<file path="src/inc/nac_consts.svh">
`ifndef NAC_CONSTS_SVH
`define NAC_CONSTS_SVH

// ------------------------------------------------------------------
// Register indices and byte addresses (index times four)
// ------------------------------------------------------------------
`define NAC_IDX_AVG          8'h07
`define NAC_IDX_NODE         8'h0A
`define NAC_IDX_TAG          8'h0B
`define NAC_IDX_CTRL         8'h0C
`define NAC_ADDR_AVG         8'h1C
`define NAC_ADDR_NODE        8'h28
`define NAC_ADDR_TAG         8'h2C
`define NAC_ADDR_CTRL        8'h30
`define NAC_ADDR_CFG         8'h40
`define NAC_ADDR_KEY1        8'h44
`define NAC_ADDR_KEY2        8'h48
`define NAC_ADDR_STAT        8'h4C

// ------------------------------------------------------------------
// Field positions and widths
// ------------------------------------------------------------------
`define NAC_CTRL_RESET       7
`define NAC_CTRL_SHUT        6
`define NAC_CTRL_WAKE        5
`define NAC_CTRL_SAVE        4
`define NAC_CTRL_ASSIGN      3
`define NAC_CFG_ADDR_SRC     0
`define NAC_NODE_W           5
`define NAC_TAG_W            4
`define NAC_AVG_W            3

// ------------------------------------------------------------------
// Values
// ------------------------------------------------------------------
`define NAC_KEY1_VALUE       32'h8C2DB194
`define NAC_KEY2_VALUE       32'hA375E60F
`define NAC_AVG_MAX_CODE     3'h5
`define NAC_AVG_LOG_MAX      3'h5
`define NAC_ZERO8            8'h00
`define NAC_ZERO32           32'h0000_0000
`define NAC_HTRANS_NONSEQ    2'h2
`define NAC_HSIZE_WORD       3'h2
`define NAC_ADDR_LSB         2
`define NAC_RST_CYCLES       4'h8

`endif

</file>
<file path="src/inc/nac_pkg.sv">
package nac_pkg;
   typedef enum logic [2:0] {
      NAC_IDLE = 3'b001,
      NAC_ACC  = 3'b010,
      NAC_OUT  = 3'b100
   } nac_avg_state_t;

   typedef struct packed {
      logic [2:0]     avg_code;
      logic [4:0]     node_number;
      logic [3:0]     tag_low;
      logic           addr_src;
      logic [31:0]    key1;
      logic [31:0]    key2;
      logic           wake_busy;
      logic           save_busy;
      logic           assign_on;
      logic           shut;
      logic [3:0]     rst_cnt;
      logic           dp_wr;
      logic [7:0]     dp_addr;
      logic [31:0]    rdata;
      logic [2:0]     gpio_s1;
      logic [4:0]     gpio_s2;
      logic [4:0]     gpio_s3;
      logic [4:0]     gpio_s4;
      nac_avg_state_t avg_st;
      logic [5:0]     avg_cnt;
      logic [20:0]    avg_sum;
      logic [15:0]    result;
      logic           result_valid;
   } nac_state_t;
endpackage

</file>
<file path="src/nac_regs.sv">
`timescale 1ns/1ps
`default_nettype none
`include "nac_consts.svh"

module nac_regs
   import nac_pkg::*;
(
   // Clock and reset
   input  wire logic        hclk,
   input  wire logic        hresetn,
   // AHB-Lite slave
   input  wire logic        hsel,
   input  wire logic [7:0]  haddr,
   input  wire logic [1:0]  htrans,
   input  wire logic        hwrite,
   input  wire logic [2:0]  hsize,
   input  wire logic [31:0] hwdata,
   input  wire logic        hready,
   output logic             hreadyout,
   output logic             hresp,
   output logic [31:0]      hrdata,
   // Link frame side
   input  wire logic        frame_done,
   input  wire logic [4:0]  req_node,
   input  wire logic        req_group,
   input  wire logic [7:0]  req_tag,
   output logic             addr_match,
   output logic             group_match,
   output logic             upstream_block,
   // Wake tone and nonvolatile memory
   output logic             wake_start,
   input  wire logic        wake_done,
   output logic             save_start,
   input  wire logic        save_done,
   // Pins and device control
   input  wire logic [4:0]  gpio_pins,
   output logic             soft_reset,
   output logic             shutdown_request,
   // Sample averaging
   input  wire logic        sample_valid,
   input  wire logic [15:0] sample_data,
   output logic [15:0]      avg_result,
   output logic             avg_valid
);

   nac_state_t s_reg;
   nac_state_t s_next;

   logic        wr_go;
   logic [7:0]  wd;
   logic [5:0]  avg_target;
   logic [2:0]  shift;
   logic [20:0] rounded;
   logic [20:0] half;
   logic [20:0] frac_mask;
   logic [20:0] frac;
   logic        keys_ok;

   // ------------------------------------------------------------------
   // Helpers
   // ------------------------------------------------------------------
   always_comb begin
      wr_go      = s_reg.dp_wr;
      wd         = hwdata[7:0];
      keys_ok    = (s_reg.key1 == `NAC_KEY1_VALUE) && (s_reg.key2 == `NAC_KEY2_VALUE);
      shift      = (s_reg.avg_code > `NAC_AVG_MAX_CODE) ? `NAC_AVG_LOG_MAX : s_reg.avg_code;
      avg_target = 6'(1) << shift;
      half       = (shift == 3'h0) ? 21'h0 : (21'(1) << (shift - 3'h1));
      frac_mask  = (21'(1) << shift) - 21'h1;
      frac       = s_reg.avg_sum & frac_mask;
      // Round half to even: round up above half, or at half when quotient is odd
      rounded    = s_reg.avg_sum >> shift;
      if ((frac > half) || ((shift != 3'h0) && (frac == half) && rounded[0])) begin
         rounded = rounded + 21'h1;
      end
   end

   // ------------------------------------------------------------------
   // Next state
   // ------------------------------------------------------------------
   always_comb begin
      s_next              = s_reg;
      s_next.result_valid = 1'b0;
      s_next.gpio_s1      = {s_reg.gpio_s1[1:0], 1'b0};

      // Pin synchroniser
      s_next.gpio_s2 = gpio_pins;
      s_next.gpio_s3 = s_reg.gpio_s2;
      s_next.gpio_s4 = s_reg.gpio_s3;

      // Address phase capture
      s_next.dp_wr   = hsel && hready && (htrans == `NAC_HTRANS_NONSEQ) && hwrite;
      s_next.dp_addr = haddr;
      s_next.rdata   = `NAC_ZERO32;
      if (hsel && hready && (htrans == `NAC_HTRANS_NONSEQ) && !hwrite) begin
         case (haddr)
            `NAC_ADDR_AVG:  s_next.rdata = {29'h0, s_reg.avg_code};
            `NAC_ADDR_NODE: s_next.rdata = {27'h0, s_reg.node_number};
            `NAC_ADDR_TAG:  s_next.rdata = {28'h0, s_reg.tag_low};
            `NAC_ADDR_CTRL: s_next.rdata = {26'h0, s_reg.wake_busy, s_reg.save_busy,
                                            s_reg.assign_on && s_reg.addr_src, 3'h0};
            `NAC_ADDR_CFG:  s_next.rdata = {31'h0, s_reg.addr_src};
            `NAC_ADDR_KEY1: s_next.rdata = s_reg.key1;
            `NAC_ADDR_KEY2: s_next.rdata = s_reg.key2;
            `NAC_ADDR_STAT: s_next.rdata = {31'h0, s_reg.shut};
            default:        s_next.rdata = `NAC_ZERO32;
         endcase
      end

      // Completion events: done clears busy unless a new start lands
      if (wake_done) begin
         s_next.wake_busy = 1'b0;
      end
      if (save_done) begin
         s_next.save_busy = 1'b0;
      end
      if (frame_done && s_reg.addr_src) begin
         s_next.assign_on = 1'b0;
      end

      // Soft reset hold counter
      if (s_reg.rst_cnt != 4'h0) begin
         s_next.rst_cnt = s_reg.rst_cnt - 4'h1;
      end

      // Data phase write
      if (wr_go) begin
         case (s_reg.dp_addr)
            `NAC_ADDR_AVG: s_next.avg_code = wd[`NAC_AVG_W-1:0];
            `NAC_ADDR_NODE: begin
               if (s_reg.assign_on && s_reg.addr_src) begin
                  s_next.node_number = wd[`NAC_NODE_W-1:0];
               end
            end
            `NAC_ADDR_TAG: s_next.tag_low = wd[`NAC_TAG_W-1:0];
            `NAC_ADDR_CTRL: begin
               if (wd[`NAC_CTRL_RESET]) begin
                  s_next.rst_cnt = `NAC_RST_CYCLES;
               end
               if (wd[`NAC_CTRL_SHUT]) begin
                  s_next.shut = 1'b1;
               end
               if (wd[`NAC_CTRL_WAKE]) begin
                  s_next.wake_busy = 1'b1;
               end
               if (wd[`NAC_CTRL_SAVE] && keys_ok && !s_reg.save_busy) begin
                  s_next.save_busy = 1'b1;
               end
               if (wd[`NAC_CTRL_ASSIGN]) begin
                  if (s_reg.addr_src) begin
                     s_next.assign_on = 1'b1;
                  end else begin
                     s_next.gpio_s1[0] = 1'b1;
                  end
               end
            end
            // Changing the source leaves the node number untouched
            `NAC_ADDR_CFG:  s_next.addr_src = wd[`NAC_CFG_ADDR_SRC];
            `NAC_ADDR_KEY1: s_next.key1 = hwdata;
            `NAC_ADDR_KEY2: s_next.key2 = hwdata;
            default: ;
         endcase
      end

      // Pin sample: take gpio_s3 once synchroniser stages agree, or one cycle later regardless
      if (s_reg.gpio_s1[2] || (s_reg.gpio_s1[1] && (s_reg.gpio_s3 == s_reg.gpio_s4))) begin
         s_next.node_number = s_reg.gpio_s3;
         s_next.gpio_s1     = 3'h0;
      end

      // Averaging engine
      case (s_reg.avg_st)
         NAC_IDLE: begin
            if (sample_valid) begin
               s_next.avg_sum = {5'h0, sample_data};
               s_next.avg_cnt = 6'h1;
               s_next.avg_st  = (avg_target == 6'h1) ? NAC_OUT : NAC_ACC;
            end
         end
         NAC_ACC: begin
            if (sample_valid) begin
               s_next.avg_sum = s_reg.avg_sum + {5'h0, sample_data};
               s_next.avg_cnt = s_reg.avg_cnt + 6'h1;
               if (s_reg.avg_cnt + 6'h1 == avg_target) begin
                  s_next.avg_st = NAC_OUT;
               end
            end
         end
         NAC_OUT: begin
            s_next.result       = rounded[15:0];
            s_next.result_valid = 1'b1;
            s_next.avg_st       = NAC_IDLE;
         end
         default: s_next.avg_st = NAC_IDLE;
      endcase

      // Soft reset reinitialises the register state except save_busy, on its last hold cycle
      if (s_reg.rst_cnt == 4'h1) begin
         s_next.avg_code    = 3'h0;
         s_next.node_number = 5'h0;
         s_next.tag_low     = 4'h0;
         s_next.addr_src    = 1'b0;
         s_next.key1        = `NAC_ZERO32;
         s_next.key2        = `NAC_ZERO32;
         s_next.wake_busy   = 1'b0;
         s_next.assign_on   = 1'b0;
         s_next.shut        = 1'b0;
         s_next.avg_st      = NAC_IDLE;
      end
   end

   // ------------------------------------------------------------------
   // State register
   // ------------------------------------------------------------------
   always_ff @(posedge hclk or negedge hresetn) begin
      if (!hresetn) begin
         s_reg        <= '0;
         s_reg.avg_st <= NAC_IDLE;
      end else begin
         s_reg <= s_next;
      end
   end

   // ------------------------------------------------------------------
   // Outputs
   // ------------------------------------------------------------------
   always_comb begin
      hreadyout        = 1'b1;
      hresp            = 1'b0;
      hrdata           = s_reg.rdata;
      addr_match       = (req_node == s_reg.node_number);
      group_match      = req_group && (req_tag == {4'h0, s_reg.tag_low});
      upstream_block   = s_reg.wake_busy;
      wake_start       = wr_go && (s_reg.dp_addr == `NAC_ADDR_CTRL) && wd[`NAC_CTRL_WAKE];
      save_start       = wr_go && (s_reg.dp_addr == `NAC_ADDR_CTRL) && wd[`NAC_CTRL_SAVE]
                         && keys_ok && !s_reg.save_busy;
      soft_reset       = (s_reg.rst_cnt != 4'h0);
      shutdown_request = s_reg.shut;
      avg_result       = s_reg.result;
      avg_valid        = s_reg.result_valid;
   end

endmodule
`default_nettype wire

</file>
<file path="config.mk">
export PLATFORM = sky130hd
export DESIGN_NAME = nac_regs
export DESIGN_NICKNAME = d
export VERILOG_FILES = /design/src/inc/nac_pkg.sv /design/src/nac_regs.sv
export VERILOG_INCLUDE_DIRS = /design/src /design/src/inc
export SDC_FILE = /design/constraint.sdc
export NUM_CORES = 1
export LEC_CHECK = 0
export ABC_AREA = 1
export BUFFER_PORTS_ARGS = -buffer_cell sky130_fd_sc_hd__buf_2
export CAP_MARGIN = 40
export CORE_MARGIN = 1
export CORE_UTILIZATION = 55
export DETAILED_ROUTE_END_ITERATION = 16
export PLACE_DENSITY = 0.77
export SLEW_MARGIN = 10
export SYNTH_ARGS = -nofsm -noshare
export SYNTH_HDL_FRONTEND = slang
export SYNTH_SLANG_ARGS = --single-unit
</file>
<file path="constraint.sdc">
create_clock -name hclk -period 5.76 [get_ports hclk]
set_input_delay 0.288 -clock hclk [delete_from_list [all_inputs] [get_ports hclk]]
set_output_delay 0.288 -clock hclk [all_outputs]
set_load 0.02 [all_outputs]
</file>
Word-level counts from Yosys, hierarchy flattened
Cells that the tools add are included.
- register bits: 191
- input port bits: 89
- output and inout bits: 58
- add/sub/neg operators: 6
- order comparisons: 2
- equality and inequality tests: 33
- shifts and indexed selects: 4
- multiplexer cells: 40
- bitwise operators: 1
- reduce and logical (&&, ||, !) cells: 46
- operator list (operator ; number):
    $pmux 32 s8 ; 1
    $mux 32 ; 3
    $mux 85 ; 1
    $mux 78 ; 1
    $eq 32x32->1 const B ; 2
    $mux 30 ; 2
    $eq 8x7->1 const B ; 7
    $pmux 27 s2 ; 1
    $eq 8x6->1 const B ; 6
    $shl 1x3->21 const A ; 2
    $add 21x16->21 ; 1
    $and 21x21->21 ; 1
    $eq 21x21->1 ; 1
    $gt 21x21->1 ; 1
    $mux 21 ; 1
    $shr 21x3->16 ; 1
    $sub 21x1->21 const B ; 1
    $logic_and 1x1->1 ; 18
    $mux 3 ; 6
    $reduce_bool 2->1 ; 9
    $add 16x1->16 const B ; 1
    $eq 8x5->1 const B ; 2
    $mux 16 ; 1
    $mux 5 ; 3
    other kinds (28) ; 59

Longest topological paths before layout
- word-level depth: 10
- depth in mapped cells: 18

Worst setup path before layout
No wires, ideal clock.
- path type: flip-flop to flip-flop
- start: register s_reg[188] in the netlist's numbering
- end: register s_reg (netlist bit avg_result[9])
- arrival: 2.379 ns
- data required time: 5.694 ns
- slack: 3.315 ns
- cell stages (with the launch flop): 18
- path buffers: 2
- cells stage by stage: dfrtp_1 -> inv_2 -> clkbuf_1 -> nand2_1 -> nand2_1 -> nor2_1 -> ha_1 -> nand2_1 -> nor3_1 -> nand3_1 -> nor2_4 -> inv_2 -> nand2_2 -> buf_6 -> nand3_2 -> o21bai_1 -> nand2_1 -> nand2_1
- cells in the longest elaborated chain, start to end: 10
- ends and longest elaborated chain (what ; line ; source):
    start: declaration ; nac_regs.sv:46 ; nac_state_t s_reg;
    start signal: assignment ; nac_regs.sv:220 ; s_reg <= s_next;
    $gt 3x3->1 (no line) ; -- ;
    $mux 3 (*) ; nac_regs.sv:66 ; shift = (s_reg.avg_code > `NAC_AVG_MAX_CODE) ? `NAC_AVG_LOG_MAX : s_reg.avg_code;
    branches (longest 7 deep; another with $sub 21x1->21) ; -- ;
    $mux 16 (*) ; nac_regs.sv:73 ; if ((frac > half) || ((shift != 3'h0) && (frac == half) && rounded[0])) begin
Every way passes the cells marked *.
A chain may end at the register's enable or synchronous reset.

Worst setup path in the final report
- start: register s_reg[46] in the netlist's numbering
- end: register s_reg[37] in the netlist's numbering
- cells in the longest elaborated chain, start to end: 3
- ends and longest elaborated chain (what ; line ; source):
    $eq 3x1->1 or $eq 3x2->1 (tied branches) ; nac_regs.sv:172 ; case (s_reg.avg_st)
    $ne 2x2->1 (no line) or $reduce_bool 2->1 (tied branches) ; -- ;
    $reduce_and 3->1 (no line) ; -- ;
Parallel ways exist; a longest one is shown, timed or not.

==> flow_summary_export.csv <==
group,metric,value,unit
pwr,p_leak,5.92,nW
clocking,hold_buffers,13,
drt,antenna_left,0,
sta,holdWs,0.0250,ns
sta,finalClockSkew,0.0110,ns
sta,setup_viol,0,
critical_path,crit_type,"register to register",
sta,fmax,0.309,GHz
finish,syn2layout_area_growth,12.8,%
clocking,clk_path_buf_depth,2,
finish,layout.nets,1628,
clocking,ctsResizeCount,0,
run,max-cap-violations,0,
finish,diodes,0,
critical_path,end_kind,"register",
synthesis,synth_edf_count,0,
drt,routedLengthMet1,11.3,mm
die,dieArea,20200,µm²
synthesis,netlist_area,10800,µm²
finish,largest_reg_flops,129,
synthesis,synth_cells,1411,
clocking,cts.clk_slew.worst_paths,0.08,ns
sta,setup_tns,0,ns
sta,drv_slew,0,
min_path,min_path_type,"primary input to register",
sta,finalHoldViolCount,0,
synthesis,synth_seq_cells,191,
clocking,cts_buffers,17,
sta,fin_crit,3.23,ns
drt,wl_met3,1.19,mm
clocking,cts_tree,"built",
drt,top_layer,"met4",
critical_path,worst_ep_arrival_time,3.56,ns
synthesis,ys_seq_area_share,44.4,%
clocking,h-tree-depth,4,
die,die_w,142,µm
critical_path,worstPathRequired,6.09,ns
drt,wl_met2,13.2,mm
global_routing,grt_pass1_wl,43.6,mm
die,num_rows,50,
critical_path,path_max_fanout,28,
drt,dr_total_vias,9590,
finish,drive_above_1_share,14.4,%
clocking,cts_sinks,191,
outcome,outcome,"finished clean",
sta,relSlewSlack,38.5,%
clocking,post-cts-setup-buffers,0,
synthesis,syn_area_per_cell,7.64,µm²
pwr,peakVddDrop,0.232,mV
global_routing,grt_pass1_vias,9056,
die,core,19000,µm²
drt,drtPass1Iterations,6,
synthesis,ys_warn_count,0,
sta,rsz0062_at_grt,"no",
sta,worst_pin_slew,0.919,ns
global_routing,grt_max_degree,65,
die,die_h,142,µm
pwr,power_density,407,nW/µm²
place,dp_hpwl,19.1,mm
die,start_util,56.9,%
synthesis,async_flop_share,100,%
global_routing,overflow,0,
drt,post-route-drc-count,0,
sta,finalCritPeriodShare,56.1,%
place,io_buffers,141,
die,ioPinCount,147,
finish,fillers,1656,
drt,drt_iter0_drc,808,
global_routing,grt_usage,27.5,%
synthesis,ys.flop_type,"dfrtp_1",
critical_path,start_kind,"register",
global_routing,antenna_found_initial,0,
drt,drt-vias-per-instance,5.38,
drt,wirelength,26.5,mm
clocking,root_buffer,"clkbuf_16",
drt,wl_per_cell,14.9,µm
synthesis,synth_cell_type_count,48,
clocking,clk_latency,0.44,ns
place,globalplace.congestion,0.919,
==> power by group <==
group          leakage, nW  total (W)  switching, W  internal [W]
Sequential            2.53    0.00178      0.000207       0.00157
Combinational         3.09    0.00200       0.00132      0.000674
Clock                0.288    0.00117      0.000589      0.000586
Total                 5.92    0.00495       0.00212       0.00283
==> worst max-delay path, cell delays in order (launching register included) <==
cell,delay (ns)
dfrtp_1,0.38
inv_1,0.07
nand3_1,0.43
nor2_1,0.88
nor2_1,0.37
clkinv_1,0.10
buf_4,0.30
nand3_1,0.14
nor3_1,0.21
nand3_1,0.10
nand2_1,0.09
nor2_1,0.04
==> cells in the final DEF (no fill, tap or decap), types with 6 or more instances in the layout <==
cell           count
nand2_1          388
dfrtp_1          190
buf_2            140
o21ai_0          131
inv_1            129
nor2_1           102
nand3_1          100
a21oi_1           78
ha_1              28
nand4_1           22
nor3_1            21
clkbuf_16         17
xor2_1            16
dlygate4sd3_1     13
o22ai_1            9
xnor2_1            9
conb_1             9
buf_4              9
nor2_2             8
nor4_1             7
o211ai_1           6
a31oi_1            6
o21ai_1            6
==> per-layer routing <==
layer / global-route usage (%) / up-vias
met5: 0 / -
met4: 10.8 / 0
met3: 3.80 / 58
met2: 48.1 / 291
met1: 34.6 / 4475
li1: - / 4766
==> kinds of logic after synthesis <==
| kind of cell | synth area share [%] |
|---|---|
| AO/OA/AOI/OAI | 13.2 |
| XOR/XNOR | 2.03 |
| adder cells (fa/ha/maj) | 3.44 |
| buffers and inverters | 10.3 |
| flip-flops | 44.4 |
| other | 0.0697 |
| AND/OR/NAND/NOR | 26.7 |
==> synthesized netlist by cell type, types with 7 or more instances <==
master,number,area [µm²]
o21ai_0,131,656
nor2_1,102,383
dfrtp_1,190,4750
xnor2_1,9,78.8
o21ai_1,7,35.0
inv_1,129,484
nand4_1,22,138
clkbuf_1,33,124
nand2_1,388,1460
nand3_1,100,500
o22ai_1,9,56.3
nor3_1,21,105
xor2_1,16,140
nor4_1,7,43.8
a21oi_1,78,390
ha_1,28,350
buf_4,53,398
nor2_2,8,50.1
==> layout make-up <==
class	instances	area (µm²)	share of cell area, %
tap	260	325	2.68
timing repair buffer	167	1010	8.31
sequential	191	4780	39.3
multi-input combinational	995	4930	40.6
inverter	138	518	4.26
clock inverter	14	163	1.34
clock buffer	18	429	3.53
==> through the flow <==
step                      cell area, µm²  setup slack [ns]  total power [W]  std cells  utilization, %
final                              12200              2.53          0.00495       1783            64.1
after global routing               12200              2.26          0.00533       1783            64.1
after CTS                          12200              2.60          0.00496       1783            64.1
after detailed placement           11400              2.61          0.00377       1738            60.3
after global placement             11300              2.47          0.00370       1733            59.8
after floorplan                    10800              3.31          0.00333       1418               -
==> final timing paths <==
path                            startpoint         end  slack [ns]  cells past startpoint
worst max-delay path             s_reg[46]   s_reg[37]        2.53                     11
worst min-delay path              haddr[2]   s_reg[99]        0.03                      1
worst max register to register   s_reg[46]   s_reg[37]        2.53                     11
worst min register to register  s_next[52]  s_next[47]        0.35                      0
max in group asynchronous          hresetn   s_reg[44]        4.18                      4
min in group asynchronous          hresetn   s_reg[23]        0.36                      2
(Power assumes the default switching activity.)
